$ cat config.mk
export PLATFORM = sky130hd
export DESIGN_NAME = vdrp_ctrl
export DESIGN_NICKNAME = d
export VERILOG_FILES = /design/src/verilog/vdrp_pkg.sv /design/src/verilog/vdrp_ctrl.sv /design/src/verilog/vdrp_refresh_timer.sv
export SDC_FILE = /design/constraint.sdc
export NUM_CORES = 1
export LEC_CHECK = 0
export BUFFER_PORTS_ARGS = -buffer_cell sky130_fd_sc_hd__buf_2
export CELL_PAD_IN_SITES_DETAIL_PLACEMENT = 1
export CELL_PAD_IN_SITES_GLOBAL_PLACEMENT = 1
export CORE_ASPECT_RATIO = 1.5
export CORE_MARGIN = 2
export CORE_UTILIZATION = 45
export DETAILED_ROUTE_END_ITERATION = 6
export PLACE_DENSITY_LB_ADDON = 0.1
export RECOVER_POWER = 100
export SLEW_MARGIN = 20
export SYNTH_ARGS = -nofsm -noshare
export SYNTH_HDL_FRONTEND = slang
export SYNTH_SLANG_ARGS = --single-unit
$ cat constraint.sdc
create_clock -name mclk -period 5.43 [get_ports mclk]
set_input_delay 0.8145 -clock mclk [delete_from_list [all_inputs] [get_ports mclk]]
set_output_delay 0.8145 -clock mclk [all_outputs]
set_load 0.01 [all_outputs]
$ cat src/verilog/vdrp_pkg.sv
package vdrp_pkg;

  // Clock
  localparam int CLK_PERIOD_NS = 40;

  // Pin widths, row count and block column bits
  localparam int ADDR_W = 9;
  localparam int DQ_W = 4;
  localparam int ROWS = 512;
  localparam int BLOCK_COL_LSB = 2;

  // Strobe timing, in ns (plain defaults; set to the speed grade in use)
  localparam int T_RAS_NS = 100;
  localparam int T_RCD_NS = 40;
  localparam int T_CAS_NS = 30;
  localparam int T_CAC_NS = 30;
  localparam int T_RP_NS = 90;
  localparam int T_CP_NS = 15;
  localparam int T_CSR_NS = 10;
  localparam int T_REFRESH_NS = 8000000;

  function automatic int cyc_up(int ns);
    int c;
    c = (ns + CLK_PERIOD_NS - 1) / CLK_PERIOD_NS;
    return (c < 1) ? 1 : c;
  endfunction

  localparam int RAS_CYC = cyc_up(T_RAS_NS);
  localparam int RCD_CYC = cyc_up(T_RCD_NS);
  localparam int COL_CYC = cyc_up((T_CAS_NS > T_CAC_NS) ? T_CAS_NS : T_CAC_NS);
  localparam int RP_CYC = cyc_up(T_RP_NS);
  localparam int CP_CYC = cyc_up(T_CP_NS);
  localparam int CSR_CYC = cyc_up(T_CSR_NS);
  // Longest spacing between two refreshes rounds down
  localparam int REF_INT_CYC = T_REFRESH_NS / ROWS / CLK_PERIOD_NS;

  localparam int TMR_W = 4;
  localparam logic [TMR_W-1:0] TMR_RAS = TMR_W'(RAS_CYC - 1);
  localparam logic [TMR_W-1:0] TMR_RCD = TMR_W'(RCD_CYC - 1);
  localparam logic [TMR_W-1:0] TMR_COL = TMR_W'(COL_CYC - 1);
  localparam logic [TMR_W-1:0] TMR_RP = TMR_W'(RP_CYC - 1);
  localparam logic [TMR_W-1:0] TMR_CP = TMR_W'(CP_CYC - 1);
  localparam logic [TMR_W-1:0] TMR_CSR = TMR_W'(CSR_CYC - 1);
  localparam logic [TMR_W-1:0] TMR_MAX = 4'hf;

  localparam int REF_CNT_W = 9;
  localparam logic [REF_CNT_W-1:0] REF_LAST = REF_CNT_W'(REF_INT_CYC - 1);

  typedef enum logic [2:0] {
    OP_READ = 3'h0,
    OP_WRITE = 3'h1,
    OP_BLOCK = 3'h2,
    OP_FLASH = 3'h3,
    OP_REF_ROW = 3'h4,
    OP_REF_CBR = 3'h5
  } vdrp_op_e;

  typedef enum logic [2:0] {
    ST_IDLE = 3'h0,
    ST_ROW = 3'h1,
    ST_COL = 3'h3,
    ST_PAGE = 3'h2,
    ST_PRE = 3'h6,
    ST_CBR_CAS = 3'h7,
    ST_CBR_RAS = 3'h5,
    ST_HIDDEN = 3'h4
  } vdrp_state_e;

  typedef struct packed {
    vdrp_op_e op;
    logic [ADDR_W-1:0] row;
    logic [ADDR_W-1:0] col;
    logic [DQ_W-1:0] wdata;
    logic [DQ_W-1:0] mask;
    logic use_mask;
    logic keep_page;
  } vdrp_req_s;

  typedef struct packed {
    logic ras_n;
    logic cas_n;
    logic mask_select_write_enable_n;
    logic transfer_or_output_enable_n;
    logic special_function_select;
    logic [ADDR_W-1:0] addr;
    logic [DQ_W-1:0] mask_or_data_pins_out;
    logic mask_or_data_pins_oe;
  } vdrp_pins_s;

  localparam vdrp_pins_s PINS_IDLE = '{
    ras_n: 1'h1, cas_n: 1'h1, mask_select_write_enable_n: 1'h1,
    transfer_or_output_enable_n: 1'h1, special_function_select: 1'h0,
    addr: 9'h000, mask_or_data_pins_out: 4'h0, mask_or_data_pins_oe: 1'h0};

endpackage

$ cat src/verilog/vdrp_ctrl.sv
`timescale 1ns/1ps
module vdrp_ctrl
  import vdrp_pkg::*;
(
  // Clock, reset, enable
  input wire logic mclk,
  input wire logic reset,
  input wire logic ce,
  // Request
  input wire logic req_valid,
  output logic req_ready,
  input wire vdrp_req_s req,
  // Read answer
  output logic rsp_valid,
  output logic [DQ_W-1:0] rsp_data,
  // Status
  output logic refresh_pending,
  // Memory pins
  output vdrp_pins_s pins,
  input wire logic [DQ_W-1:0] mask_or_data_pins_in
);

  vdrp_state_e state;
  vdrp_state_e next_state;
  logic [TMR_W-1:0] tmr;
  logic [TMR_W-1:0] next_tmr;
  logic [TMR_W-1:0] ras_age;
  logic [TMR_W-1:0] next_ras_age;
  vdrp_req_s cur;
  vdrp_req_s next_cur;
  vdrp_pins_s next_pins;
  logic next_rsp_valid;
  logic [DQ_W-1:0] next_rsp_data;
  logic ref_due;
  logic ref_ack;
  logic accept;
  logic page_hit;
  logic ras_ok;
  logic masked;

  vdrp_refresh_timer u_refresh (
    .mclk(mclk),
    .reset(reset),
    .ce(ce),
    .ack(ref_ack),
    .due(ref_due)
  );

  assign refresh_pending = ref_due;

  // Pin levels for a column strobe fall
  function automatic vdrp_pins_s col_pins(vdrp_pins_s p, vdrp_req_s r);
    vdrp_pins_s q;
    q = p;
    q.cas_n = 1'h0;
    q.addr = r.col;
    q.special_function_select = 1'h0;
    q.transfer_or_output_enable_n = 1'h1;
    q.mask_select_write_enable_n = 1'h1;
    q.mask_or_data_pins_out = r.wdata;
    q.mask_or_data_pins_oe = 1'h0;
    case (r.op)
      OP_READ: begin
        q.transfer_or_output_enable_n = 1'h0;
      end
      OP_WRITE: begin
        // Early write: enable low with the strobe, so the device stays off
        q.mask_select_write_enable_n = 1'h0;
        q.mask_or_data_pins_oe = 1'h1;
      end
      OP_BLOCK: begin
        q.special_function_select = 1'h1;
        q.addr[BLOCK_COL_LSB-1:0] = '0;
        q.mask_select_write_enable_n = 1'h0;
        q.mask_or_data_pins_oe = 1'h1;
      end
      default: begin
      end
    endcase
    return q;
  endfunction

  always_comb begin
    // Page hits only for plain accesses; a latched mask must not outlive its cycle
    page_hit = (req.row == cur.row) && cur.keep_page && !cur.use_mask && !req.use_mask
      && ((req.op == OP_READ) || (req.op == OP_WRITE));
    req_ready = ce && !ref_due
      && ((state == ST_IDLE) || ((state == ST_PAGE) && (tmr == '0) && page_hit));
    accept = req_valid && req_ready;
    ras_ok = (ras_age >= TMR_RAS);
    masked = (req.op == OP_FLASH)
      || (req.use_mask && ((req.op == OP_WRITE) || (req.op == OP_BLOCK)));
  end

  always_comb begin
    next_state = state;
    next_tmr = (tmr != '0) ? tmr - 1'h1 : tmr;
    next_ras_age = pins.ras_n ? '0 : ((ras_age != TMR_MAX) ? ras_age + 1'h1 : ras_age);
    next_cur = cur;
    next_pins = pins;
    next_rsp_valid = 1'h0;
    next_rsp_data = rsp_data;
    ref_ack = 1'h0;
    case (state)
      ST_IDLE: begin
        if (ref_due || (accept && (req.op == OP_REF_CBR))) begin
          // Column strobe first, so the device supplies the refresh row
          next_pins.cas_n = 1'h0;
          ref_ack = ref_due;
          next_cur = req;
          next_state = ST_CBR_CAS;
          next_tmr = TMR_CSR;
        end else if (accept) begin
          next_cur = req;
          next_pins.ras_n = 1'h0;
          next_pins.cas_n = 1'h1;
          next_pins.addr = req.row;
          // Output-enable high here, or the fall would start a transfer
          next_pins.transfer_or_output_enable_n = 1'h1;
          next_pins.mask_select_write_enable_n = !masked;
          next_pins.special_function_select = (req.op == OP_FLASH);
          next_pins.mask_or_data_pins_out = req.mask;
          next_pins.mask_or_data_pins_oe = masked;
          next_state = ST_ROW;
          next_tmr = TMR_RCD;
        end
      end
      ST_ROW: begin
        if (tmr == '0) begin
          if ((cur.op == OP_FLASH) || (cur.op == OP_REF_ROW)) begin
            // Column strobe never falls in these cycles
            if (ras_ok) begin
              next_pins = PINS_IDLE;
              next_state = ST_PRE;
              next_tmr = TMR_RP;
            end
          end else begin
            next_pins = col_pins(pins, cur);
            next_state = ST_COL;
            next_tmr = TMR_COL;
          end
        end
      end
      ST_COL: begin
        // A read that turns into a hidden refresh first waits out the row strobe minimum
        if ((tmr == '0) && !((cur.op == OP_READ) && ref_due && !ras_ok)) begin
          if (cur.op == OP_READ) begin
            next_rsp_valid = 1'h1;
            next_rsp_data = mask_or_data_pins_in;
          end
          if ((cur.op == OP_READ) && ref_due) begin
            // Column strobe and output-enable stay low; data is held on the pins
            next_pins.ras_n = 1'h1;
            ref_ack = 1'h1;
            next_state = ST_HIDDEN;
            next_tmr = TMR_RP;
          end else begin
            next_pins.cas_n = 1'h1;
            next_pins.transfer_or_output_enable_n = 1'h1;
            next_pins.mask_select_write_enable_n = 1'h1;
            next_pins.special_function_select = 1'h0;
            next_pins.mask_or_data_pins_oe = 1'h0;
            next_state = ST_PAGE;
            next_tmr = TMR_CP;
          end
        end
      end
      ST_PAGE: begin
        if (accept) begin
          next_cur = req;
          next_pins = col_pins(pins, req);
          next_state = ST_COL;
          next_tmr = TMR_COL;
        end else if (ras_ok && (tmr == '0)
            && (!cur.keep_page || ref_due || req_valid)) begin
          next_pins = PINS_IDLE;
          next_state = ST_PRE;
          next_tmr = TMR_RP;
        end
      end
      ST_HIDDEN: begin
        if (tmr == '0) begin
          next_pins.ras_n = 1'h0;
          next_state = ST_CBR_RAS;
        end
      end
      ST_CBR_CAS: begin
        if (tmr == '0) begin
          next_pins.ras_n = 1'h0;
          next_state = ST_CBR_RAS;
        end
      end
      ST_CBR_RAS: begin
        if (ras_ok) begin
          next_pins = PINS_IDLE;
          next_state = ST_PRE;
          next_tmr = TMR_RP;
        end
      end
      ST_PRE: begin
        // Leaving here costs one more high cycle in idle before the next fall
        if (tmr == '0) begin
          next_state = ST_IDLE;
        end
      end
      default: begin
        next_pins = PINS_IDLE;
        next_state = ST_IDLE;
        next_tmr = '0;
      end
    endcase
  end

  always_ff @(posedge mclk) begin
    if (reset) begin
      state <= ST_IDLE;
      tmr <= '0;
      ras_age <= '0;
      cur <= '0;
      pins <= PINS_IDLE;
    end else if (ce) begin
      state <= next_state;
      tmr <= next_tmr;
      ras_age <= next_ras_age;
      cur <= next_cur;
      pins <= next_pins;
    end
  end

  always_ff @(posedge mclk) begin
    if (reset) begin
      rsp_valid <= 1'h0;
      rsp_data <= '0;
    end else if (ce) begin
      rsp_valid <= next_rsp_valid;
      rsp_data <= next_rsp_data;
    end
  end

  a_ras_min_low: assert property (@(posedge mclk) disable iff (reset)
    $fell(pins.ras_n) |-> !pins.ras_n [*3])
    else $error("row strobe low shorter than minimum");

  a_ras_precharge: assert property (@(posedge mclk) disable iff (reset)
    $rose(pins.ras_n) |-> pins.ras_n [*3])
    else $error("row strobe precharge too short");

  a_read_we_high: assert property (@(posedge mclk) disable iff (reset)
    (!pins.cas_n && !pins.transfer_or_output_enable_n) |-> pins.mask_select_write_enable_n)
    else $error("write-enable low during a read");

  a_oe_no_drive: assert property (@(posedge mclk) disable iff (reset)
    !pins.transfer_or_output_enable_n |-> !pins.mask_or_data_pins_oe)
    else $error("host drives data while device output is enabled");

  a_write_data_valid: assert property (@(posedge mclk) disable iff (reset)
    ($fell(pins.cas_n) && !pins.mask_select_write_enable_n) |->
      (pins.mask_or_data_pins_oe && pins.mask_or_data_pins_out == cur.wdata))
    else $error("write data not valid at column strobe fall");

  a_flash_levels: assert property (@(posedge mclk) disable iff (reset)
    ($fell(pins.ras_n) && pins.special_function_select) |->
      (pins.cas_n && !pins.mask_select_write_enable_n && pins.mask_or_data_pins_oe)
      ##1 pins.cas_n)
    else $error("flash write levels wrong at row strobe fall");

  a_block_col_bits: assert property (@(posedge mclk) disable iff (reset)
    ($fell(pins.cas_n) && !pins.ras_n && pins.special_function_select) |->
      (pins.addr[1:0] == 2'h0 && !pins.mask_select_write_enable_n))
    else $error("block write column levels wrong");

  a_oe_high_ras_fall: assert property (@(posedge mclk) disable iff (reset)
    ($fell(pins.ras_n) && pins.cas_n) |-> pins.transfer_or_output_enable_n)
    else $error("output-enable low at row strobe fall");

  a_hidden_cas_held: assert property (@(posedge mclk) disable iff (reset)
    (state == ST_HIDDEN && ce) |-> (!pins.cas_n && !pins.transfer_or_output_enable_n
      && pins.ras_n) ##1 !pins.cas_n)
    else $error("column strobe released during hidden refresh");

endmodule

$ cat src/verilog/vdrp_refresh_timer.sv
`timescale 1ns/1ps
module vdrp_refresh_timer
  import vdrp_pkg::*;
(
  // Clock, reset, enable
  input wire logic mclk,
  input wire logic reset,
  input wire logic ce,
  // Refresh handshake
  input wire logic ack,
  output logic due
);

  logic [REF_CNT_W-1:0] cnt;
  logic [REF_CNT_W-1:0] next_cnt;
  logic next_due;
  logic tick;

  always_comb begin
    tick = (cnt == REF_LAST);
    next_cnt = tick ? '0 : cnt + 1'h1;
    // A tick in the same cycle as the ack keeps the request alive
    next_due = tick | (due & ~ack);
  end

  always_ff @(posedge mclk) begin
    if (reset) begin
      cnt <= '0;
      due <= 1'h0;
    end else if (ce) begin
      cnt <= next_cnt;
      due <= next_due;
    end
  end

endmodule

After elaboration in Yosys (flattened, before gate mapping)
Index checks and enable logic that the tools add are counted.
W data, S select, Z words.
- reductions and logical operators: 52
- add/sub/neg operators: 3
- bitwise logic cells: 3
- order comparisons: 1
- mux-type cells: 65
- equality and inequality tests: 31
- operators with widths (cell ; count):
    $mux W19 ; 6
    $mux W31 ; 2
    $pmux W31 S2 ; 1
    $pmux W13 S4 ; 1
    $mux W4 ; 12
    $pmux W4 S5 ; 2
    $mux W3 ; 11
    $pmux W3 S7 ; 1
    $mux W1 ; 20
    $eq A3 B2 Y1 const B ; 6
    $eq A3 B3 Y1 const B ; 6
    $ne A2 B2 Y1 const B ; 9
    $mux W17 ; 1
    $logic_and A1 B1 Y1 ; 16
    $reduce_and A7 Y1 ; 2
    $reduce_and A11 Y1 ; 1
    $add A9 B1 Y9 const B ; 1
    $eq A3 B1 Y1 const B ; 3
    $eq A9 B9 Y1 ; 1
    $eq A9 B9 Y1 const B ; 1
    $logic_not A3 Y1 ; 3
    $mux W9 ; 1
    $logic_or A1 B1 Y1 ; 8
    $reduce_and A8 Y1 ; 1
    24 further kinds ; 39
- output and inout port bits: 26
- bits of input ports: 39
- logic and storage cells: 177
- bits in registers: 76

Longest topological paths before layout
Gate-level depths: netlist of run 1.
- depth in word-level cells: 16
- gate-level depth with buffers: 11
- depth with buffers taken out: 8

Modules after synthesis
A second synthesis of run 1 with hierarchy kept.
- cells, all modules: 522
- area total of the unflattened synthesis: 4092.7 um^2
- modules (own cells, without submodules) (module ; area an instance (um^2) ; sequential area each (um^2) ; cells an instance ; times used):
    vdrp_ctrl ; 3627.2 ; 1241.2 ; 470 ; 1
    vdrp_refresh_timer ; 465.4 ; 200.2 ; 52 ; 1

Worst setup path before layout of run 1
Ideal clock, no wire load.
- path kind: input to output
- start point: input port ce
- end point: output port req_ready
- arrival: 1.968 ns
- data required time: 4.615 ns
- slack: 2.648 ns
- buffers on the path: 3
- stages on the path: 4
- path through: clkbuf_1 > clkbuf_1 > clkbuf_1 > nor3b_1
- word-level cells in the longest chain between the ends: 2
- RTL lines (element ; RTL line ; text):
    from (decl) ; vdrp_ctrl.sv:8 ; input wire logic ce,
    $logic_and A1 B1 Y1 ; vdrp_ctrl.sv:87 ; req_ready = ce && !ref_due
    $logic_and A1 B1 Y1 ; vdrp_ctrl.sv:88 ; && ((state == ST_IDLE) || ((state == ST_PAGE) && (tmr == '0) && page_hit));
    to (decl) ; vdrp_ctrl.sv:11 ; output logic req_ready,
Every way passes these cells.

Worst setup path after layout of run 1
- start point: input port ce
- end point: register pins[7] in the netlist's numbering
- word-level cells in the longest chain between the ends: 7
- elaborated cells between the ends (all ways): 11
- those cells by class: eq/ne (3); mux (2); reduce/logical (6)
- RTL lines (element ; RTL line ; text):
    $logic_and A1 B1 Y1 ; vdrp_ctrl.sv:87 ;
    $logic_and A1 B1 Y1 ; vdrp_ctrl.sv:88 ;
    $logic_and A1 B1 Y1 ; vdrp_ctrl.sv:89 ; accept = req_valid && req_ready;
    $logic_and A1 B1 Y1 ; vdrp_ctrl.sv:106 ; if (ref_due || (accept && (req.op == OP_REF_CBR))) begin
    $logic_or A1 B1 Y1 ; vdrp_ctrl.sv:106 ;
    $ne A2 B2 Y1 (no line) ; - ;
    $reduce_and A6 Y1 (no line) ; - ;
    to (signal assigned) ; vdrp_ctrl.sv:226 ; pins <= next_pins;
    to (decl) ; vdrp_ctrl.sv:19 ; output vdrp_pins_s pins,
Several ways; a longest one is shown, not always the timed one. The select of a mux whose other input is x is not followed.
A chain may end at the register's enable or synchronous reset.

==> out/results.ini, run 1 <==
[finish]
fillCellCount = 1137
drive_gt1_share_pct = 11.8
n_antenna_cell = 0
final_common_cell = nand2_1
syn2layout_area_growth_pct = 14.2
final_cell_mix = nand2_1 (98), dfxtp_1 (72), a21oi_1 (59), nor2_1 (53), buf_2 (38)
fin_area_sq_um = 4650
layout.nets = 615

[logic_synthesis]
synth_seq_area_share_pct = 35.4
synth_ff_type = dfxtp_1
netlist-cell-type-count = 65
synth_nets = 573
netlist_area_sq_um = 4070
synth-seq-cells = 72
ys_warn_count = 0
syn_area_per_cell_sq_um = 7.70
async_reset_ff_share_pct = 0
netlist_instances = 529
synth_edf_count = 0

[worst_setup_path]
worst_ep_required_time_ns = 5.71
reg2reg_depth = 9
worst-path-buf-inv = 2
critPathLaunchType = primary input
cp_max_fo = 35
crit_type = in2reg
crit_slowest_cell = clkbuf_1
cp-end-kind = flip-flop
cp_data_arrival_time_ns = 4.06
cp_top_family = buffers and inverters
crit_cells = 8
crit_chain = clkbuf_1 > and3b_1 > and3_1 > and4_1 > buf_4 > o221a_1 > and2b_1 > a22o_1
cpPeakStageDelay_ns = 1.08

[sta]
worst_pin_slew_ns = 1.53
final.period_utilization_pct = 69.6
drv_slew = 36
min_period_ns = 3.78
rsz0062_at_grt = no
hold_viol = 0
hold_slack_ns = 0.460
setup_viol = 0
finalSetupTns_ns = 0
fmax_mhz = 264
maxSlewHeadroom_pct = -1.78
fin_worst_skew_ns = 0.00753

[clocking]
ctsRootBufferMaster = clkbuf_16
htree_levels = 3
cts_num_sinks = 72
clk_pin_slew_ns = 0.06
cts_tree = built
cts_resized = 0
cts_buffers = 9
ctsLongestPathBuffers = 2
cts_hold_buffers = 0
clk_latency_ns = 0.35
post_cts_buffers = 0

[drt]
wl_per_cell_um = 18.5
num_vias = 4112
drc = 0
ant_nets = 0
dr.pass1.iters = 5
viasPerCell = 6.00
wl_mm = 12.7
initialDrtViolationCount = 149

[pwr]
comb_power_share_pct = 22.8
p_int_mw = 1.11
clkPwrFrac_pct = 39.7
seqPwrFrac_pct = 37.5
total_power_mw = 1.63
p_leak_nw = 1.78
power.density_nw_per_um2 = 351
switchingPower_mw = 0.516
switching_share_pct = 31.7
peakVddDrop_mv = 0.199

[outcome]
violations = capacitance limit, slew limit
status = finished, violations left

[place]
globalplace.congestion = 0.872
portBuffers = 64
dpl.hpwl_mm = 9.05
place_area_sq_um = 4390

[floorplan]
ios = 65
die_h_um = 121
start_util_pct = 46.1
rows = 42
chipWidth_um = 81.7
core-area_sq_um = 8830
die_area_sq_um = 9850

[grt]
grt_max_degree = 36
grt_usage_pct = 27.0
grt_overflow_total = 0
grt_pass1_wl_mm = 20.7
antenna_found_initial = 0
grt_pass1_vias = 4254

[job]
cap_violations = 1

[min_path]
hold_class = reg2reg
hold_depth = 2

## power by group through the flow
stage | clock network [mW] | registers (mW) | logic [mW]
floorplan | 0 | 0.612 | 0.266
finish | 0.648 | 0.612 | 0.371
global route | 0.677 | 0.618 | 0.413
detailed placement | 0 | 0.623 | 0.381
global placement | 0 | 0.620 | 0.367
CTS | 0.655 | 0.611 | 0.383
## cell type report
class                   instances  area, sq um  area share, %
multi-input cells             411         2400           51.6
flip-flops and latches         72         1440           31.0
repair buffers                 68          318           6.83
clock buffers                  10          239           5.14
clock inverters                 5         81.3           1.75
well taps                     110          138           2.96
inverters                       9         33.8          0.726
## kinds of logic (layout without fill, tap and decap cells)
kind of cell / after synthesis / after routing / synth area share, %
adders and majority gates: 5 / 5 / 1.54
xor gates and xnor gates: 20 / 20 / 4.30
AOI/OAI and AO/OA: 151 / 151 / 25.0
muxes: 4 / 4 / 0.983
buffers and inverters: 46 / 92 / 5.53
DFF: 72 / 72 / 35.4
and+or+nand+nor: 231 / 231 / 27.3
## synth_stat cells, types with 4 or more instances
cell / instances / share of area, %
a211oi_1: 5 / 0.92
a21oi_1: 59 / 7.2
a221oi_1: 10 / 2.1
a22o_1: 13 / 2.8
a22oi_1: 6 / 1.1
buf_2: 8 / 0.98
buf_6: 5 / 1.4
clkbuf_1: 21 / 1.9
dfxtp_1: 72 / 35
ha_1: 5 / 1.5
inv_1: 9 / 0.83
mux2i_1: 4 / 0.98
nand2_1: 98 / 9.0
nand2b_1: 7 / 1.1
nand3_1: 11 / 1.4
nand4_1: 5 / 0.77
nor2_1: 54 / 5.0
nor3_1: 14 / 1.7
nor3b_1: 4 / 0.74
o21ai_0: 14 / 1.7
o21bai_1: 9 / 1.7
o22ai_1: 4 / 0.61
or3_1: 5 / 0.77
xnor2_1: 8 / 1.7
xor2_1: 12 / 2.6
## tightest hold or removal path, stage by stage, from the launching register on
cell and delay, ns:
dfxtp_1 0.31, nand2_1 0.05, a21oi_1 0.05
## worst paths after layout
| kind | startpoint | end | slack [ns] |
|---|---|---|---|
| setup / recovery | ce | pins[7] | 1.65 |
| setup reg to reg | tmr[1] | pins[7] | 2.07 |
| hold reg to reg | cur[12] | cur[12] | 0.46 |
| hold / removal | cur[12] | cur[12] | 0.46 |
## through the flow
| stage | worst slack, ns | instances | utilization (%) |
|---|---|---|---|
| floorplan | 2.65 | 529 | - |
| CTS | 2.24 | 685 | 53.3 |
| finish | 1.65 | 685 | 52.7 |
| global route | 1.42 | 685 | 52.7 |
| detailed placement | 2.13 | 670 | 49.7 |
| global placement | 2.30 | 670 | 49.6 |
## registers in the layout, indices dropped and copies added, names as in the netlist
register / flops
tmr: 4
rsp_data: 4
state: 3
u_refresh.due: 1
u_refresh.cnt: 9
cur: 27
rsp_valid: 1
pins: 19
ras_age: 4
## per-layer routing
metal  global-route usage, %  share of wire, %
met5                       0                 0
met4                    10.6               3.1
met3                    4.78               3.7
met2                    49.4                53
met1                    29.9                40
No activity file was read; power rests on OpenSTA's default activity.
==> run 2: changes to the inputs <==
- CORE_UTILIZATION: 45 -> 42
- clock period: 5.43 -> 3.9 ns (I/O delays scaled with it)
==> out/results.ini, run 2 (synthesis results as in run 1) <==
[outcome]
status = finished, violations left
violations = capacitance limit, slew limit

[sta]
hold_viol = 0  ; unchanged
drv_slew = 35  ; -2.8%
rsz0062_at_grt = no
worst_slack_ns = 0.672  ; -0.976 ns
setup_viol = 0  ; unchanged
finalSetupTns_ns = 0  ; unchanged
worst_pin_slew_ns = 1.54  ; +0.00947 ns
fin_worst_skew_ns = 0.00834  ; +0.000812 ns
hold_slack_ns = 0.459  ; -0.000314 ns
min_period_ns = 3.23
maxSlewHeadroom_pct = -2.41  ; -0.63 points
final.period_utilization_pct = 82.8
fmax_mhz = 310

[pwr]
peakVddDrop_mv = 0.242  ; +21%
total_power_mw = 2.23  ; +37%
p_leak_nw = 1.79  ; +0.34%
power.density_nw_per_um2 = 479  ; +37%

[drt]
initialDrtViolationCount = 209  ; +40%
wl_per_cell_um = 18.8  ; +1.4%
ant_nets = 0  ; unchanged
num_vias = 4143  ; +0.75%
viasPerCell = 5.96  ; -0.70%
wl_mm = 13.1  ; +2.9%
drc = 0  ; unchanged
dr.pass1.iters = 4  ; -1

[finish]
multi_input_area_sq_um = 2390  ; -0.36%
top_register = cur
layout.nets = 619  ; +0.65%
syn2layout_area_growth_pct = 14.3  ; about the same
n_antenna_cell = 0  ; unchanged
fin_util_pct = 48.6  ; -4.1 points
reg_top3 = cur (27), pins (19), u_refresh.cnt (9)
drive_gt1_share_pct = 12.4  ; +0.59 points
seqCellArea_sq_um = 1440  ; unchanged
final_common_cell = nand2_1
largest_reg_flops = 27  ; unchanged
fillCellCount = 1229  ; +8.1%
final_cells = 695  ; +1.5%
final_cell_mix = nand2_1 (98), dfxtp_1 (72), a21oi_1 (59), nor2_1 (54), buf_2 (38)
fin_area_sq_um = 4650  ; about the same

[floorplan]
die_h_um = 125  ; +3.4%
ios = 65  ; unchanged
die_area_sq_um = 10500  ; +6.8%
core-area_sq_um = 9580  ; +8.5%
rows = 44  ; +4.8%
start_util_pct = 42.5  ; -3.6 points
chipWidth_um = 84.4  ; +3.3%

[place]
globalplace.congestion = 0.919  ; +5.4%
dpl.cell_count = 679  ; +1.3%
place_area_sq_um = 4410  ; +0.63%
portBuffers = 64  ; unchanged
pre_cts_ws_ns = 0.941  ; -1.19 ns
dpl.hpwl_mm = 9.26  ; +2.3%

[grt]
antenna_found_initial = 0  ; unchanged
grt_usage_pct = 25.5  ; -1.5 points
grt_pass1_vias = 4299  ; +1.1%
grt_pass1_wl_mm = 21.6  ; +4.3%
grt_overflow_total = 0  ; unchanged
grt_max_degree = 35  ; -2.8%

[min_path]
hold_class = reg2reg
holdPathEnd = cur[8]
min_from = cur[8]
hold_depth = 2  ; unchanged

[worst_setup_path]
reg2reg_depth = 8  ; -1
cp-end-kind = flip-flop
worst-r2r-setup-slack_ns = 0.67  ; -1.40 ns
crit_type = reg2reg
worst_ep_required_time_ns = 4.18  ; -1.53 ns
r2r-start = tmr[1]
r2r-end = pins[8]
cp_max_fo = 16  ; -54%
cp_data_arrival_time_ns = 3.51  ; -0.55 ns
critPathLaunchType = flip-flop

[clocking]
cts_hold_buffers = 0  ; unchanged
post_cts_buffers = 0  ; unchanged
ctsRootBufferMaster = clkbuf_16
clk_latency_ns = 0.34  ; about the same
cts_resized = 0  ; unchanged
htree_levels = 3  ; unchanged
cts_buffers = 9  ; unchanged
clk_pin_slew_ns = 0.06  ; about the same
ctsLongestPathBuffers = 2  ; unchanged
cts_num_sinks = 72  ; unchanged
cts_tree = built

[job]
cap_violations = 1  ; unchanged

## run 2: worst max path at each step
stage / from / end / slack (ns) / depth (start not counted)
detailed placement: req[25] / pins[16] / 0.94 / 7
floorplan: ce / req_ready / 1.58 / 4
global placement: req[21] / pins[16] / 1.01 / 7
CTS: tmr[1] / req_ready / 0.91 / 8
finish: tmr[1] / pins[8] / 0.67 / 8
global route: tmr[1] / pins[16] / 0.42 / 8
## run 2: routing by layer
| layer | wire length (um) | global-route usage, % |
|---|---|---|
| met5 | 0 | 0 |
| met4 | 185 | 8.31 |
| met2 | 6960 | 46.5 |
| met3 | 530 | 5.63 |
| met1 | 5380 | 29.1 |
## run 2: cell type report
class / count / share of cell area [%]
multi-input cells: 411 / 51.4
inverters: 9 / 0.726
well taps: 115 / 3.09
clock inverters: 5 / 1.21
clock buffers: 11 / 5.22
repair buffers: 72 / 7.39
flip-flops and latches: 72 / 31.0
## run 2: critical path: stages (launching register included)
cell,delay (ns)
dfxtp_1,0.35
inv_1,0.09
ha_1,0.23
or3b_1,0.60
nor3_1,0.33
and4_1,0.68
o221a_2,0.35
and2b_2,0.32
a22o_1,0.20
## run 2: power breakdown
part | switching [mW] | leakage [nW] | total, mW | internal (mW)
logic | 0.329 | 1.06 | 0.528 | 0.199
registers | 0.0645 | 0.585 | 0.853 | 0.788
clock network | 0.336 | 0.145 | 0.847 | 0.512
==> run 3: changes to the inputs <==
- clock period: 3.9 -> 3.2 ns (I/O delays scaled with it)
==> out/results.ini, run 3 (synthesis results as in run 1) <==
[clocking]
clk_pin_slew_ns = 0.06  ; about the same
cts_tree = built
cts_num_sinks = 72  ; unchanged
cts_buffers = 9  ; unchanged
htree_levels = 3  ; unchanged
cts_resized = 0  ; unchanged
ctsRootBufferMaster = clkbuf_16
cts_hold_buffers = 0  ; unchanged
clk_latency_ns = 0.34  ; about the same
ctsLongestPathBuffers = 2  ; unchanged
post_cts_buffers = 0  ; unchanged

[worst_setup_path]
cp_data_arrival_time_ns = 2.38  ; -1.13 ns
worst_ep_required_time_ns = 2.72  ; -1.46 ns
cp_max_fo = 12  ; -4
cp-end-kind = primary output
crit_chain = inv_1 > ha_1 > or3b_4 > nor3_1 > nand2_1 > a2bb2oi_1 > nor3b_1 > clkbuf_1
cpPeakStageDelay_ns = 0.49  ; -0.19 ns
worst-path-buf-inv = 2  ; +1
crit_slowest_cell = or3b_4
cp_top_family = simple AND/OR/NAND/NOR gates
critPathLaunchType = flip-flop
crit_type = reg2out
reg2reg_depth = 9  ; +1
crit_cells = 8  ; unchanged

[pwr]
comb_power_share_pct = 25.1  ; +1.4 points
seqPwrFrac_pct = 39.0  ; +0.7 points
switching_share_pct = 32.9  ; +0.19 points
power.density_nw_per_um2 = 564  ; +18%
clkPwrFrac_pct = 35.9  ; -2.1 points
p_int_mw = 1.78  ; +19%
p_leak_nw = 1.83  ; +2.2%
peakVddDrop_mv = 0.319  ; +32%
switchingPower_mw = 0.874  ; +20%

[grt]
grt_usage_pct = 25.4  ; -0.086 points
grt_pass1_vias = 4213  ; -2.0%
grt_overflow_total = 0  ; unchanged
grt_max_degree = 35  ; unchanged
antenna_found_initial = 0  ; unchanged
grt_pass1_wl_mm = 21.4  ; -0.99%

[sta]
min_period_ns = 2.86
hold_viol = 0  ; unchanged
hold_slack_ns = 0.375  ; -0.0839 ns
drv_slew = 0  ; -100%
worst_pin_slew_ns = 1.50  ; -0.0407 ns
finalSetupTns_ns = 0  ; unchanged
setup_viol = 0  ; unchanged
worst_slack_ns = 0.341  ; -0.332 ns
rsz0062_at_grt = no
fin_worst_skew_ns = 0.00580  ; -0.00254 ns
fmax_mhz = 350
final.period_utilization_pct = 89.3
maxSlewHeadroom_pct = 0.299  ; +2.7 points

[finish]
top_register = cur
reg_top3 = cur (27), pins (19), u_refresh.cnt (9)
multi_input_area_sq_um = 2400  ; +0.42%
largest_reg_flops = 27  ; unchanged
drive_gt1_share_pct = 13.9  ; +1.5 points
seqCellArea_sq_um = 1440  ; unchanged
fillCellCount = 1252  ; +1.9%
n_antenna_cell = 0  ; unchanged
layout.nets = 629  ; +1.6%
final_common_cell = nand2_1
syn2layout_area_growth_pct = 15.7
fin_util_pct = 49.2  ; +0.60 points
final_cell_mix = nand2_1 (98), dfxtp_1 (72), a21oi_1 (59), nor2_1 (54), buf_2 (38)

[floorplan]
chipWidth_um = 84.4  ; unchanged
die_h_um = 125  ; unchanged
start_util_pct = 42.5  ; unchanged
die_area_sq_um = 10500  ; unchanged
ios = 65  ; unchanged
core-area_sq_um = 9580  ; unchanged
rows = 44  ; unchanged

[place]
pre_cts_ws_ns = 0.446  ; -0.495 ns
dpl.hpwl_mm = 9.57  ; +3.4%
portBuffers = 64  ; unchanged
globalplace.congestion = 0.886  ; -3.6%

[drt]
num_vias = 4104  ; -0.94%
dr.pass1.iters = 4  ; unchanged
initialDrtViolationCount = 187  ; -11%
wl_mm = 13.0  ; about the same
wl_per_cell_um = 18.5  ; -1.3%
drc = 0  ; unchanged
ant_nets = 0  ; unchanged
viasPerCell = 5.83  ; -2.2%

[min_path]
hold_class = in2reg
hold_depth = 3  ; +1

[outcome]
violations = capacitance limit
status = finished, violations left

[job]
cap_violations = 1  ; unchanged

[run 3: cell count changes in the layout (fill, tap and decap cells not counted), sizes merged]
cell    delta
buf        +8
clkbuf     +3
bufinv     -1
clkinv     -1
[run 3: power groups by stage]
stage	Clock (mW)	Sequential (mW)	Combinational [mW]
6_report	0.954	1.03	0.667
5_1_grt	0.991	1.05	0.742
4_1_cts	0.963	1.03	0.682
3_5_place_dp	0	1.05	0.677
3_3_place_gp	0	1.05	0.660
2_1_floorplan	0	1.04	0.451
[run 3: final cells by class]
type	instances	share of cell area [%]
well taps	115	3.05
inverters	9	0.717
repair buffers	82	8.84
clock inverters	3	0.372
multi-input cells	411	51.0
flip-flops and latches	72	30.6
clock buffers	12	5.44
[run 3: path summary, 6_finish.rpt]
| check | startpoint | end | slack [ns] |
|---|---|---|---|
| worst max-delay path | tmr[0] | req_ready | 0.34 |
| worst max register to register | tmr[0] | pins[3] | 0.37 |
| worst min register to register | cur[11] | cur[11] | 0.46 |
| worst min-delay path | mask_or_data_pins_in[3] | rsp_data[3] | 0.38 |
[run 3: per-layer routing]
layer  vias up  global-route usage (%)  wire [um]
met4         0                    11.4        414
met3        28                    2.85        456
met5         -                       0          0
li1       1995                       -          -
met2        91                    46.7       6870
met1      1990                    29.0       5310
[run 3: stage by stage]
| stage | instances | area [sq um] | power, mW |
|---|---|---|---|
| floorplan | 529 | 4070 | 1.49 |
| global placement | 689 | 4490 | 1.71 |
| detailed placement | 689 | 4490 | 1.73 |
| CTS | 704 | 4760 | 2.68 |
| global route | 704 | 4710 | 2.78 |
| finish | 704 | 4710 | 2.66 |
[run 3: worst min-delay path, delay by kind of cell]
| family | cells | cell delay (ns) |
|---|---|---|
| muxes | 1 | 0.05 |
| buffers and inverters | 1 | 0.07 |
| and+or+nand+nor | 1 | 0.07 |
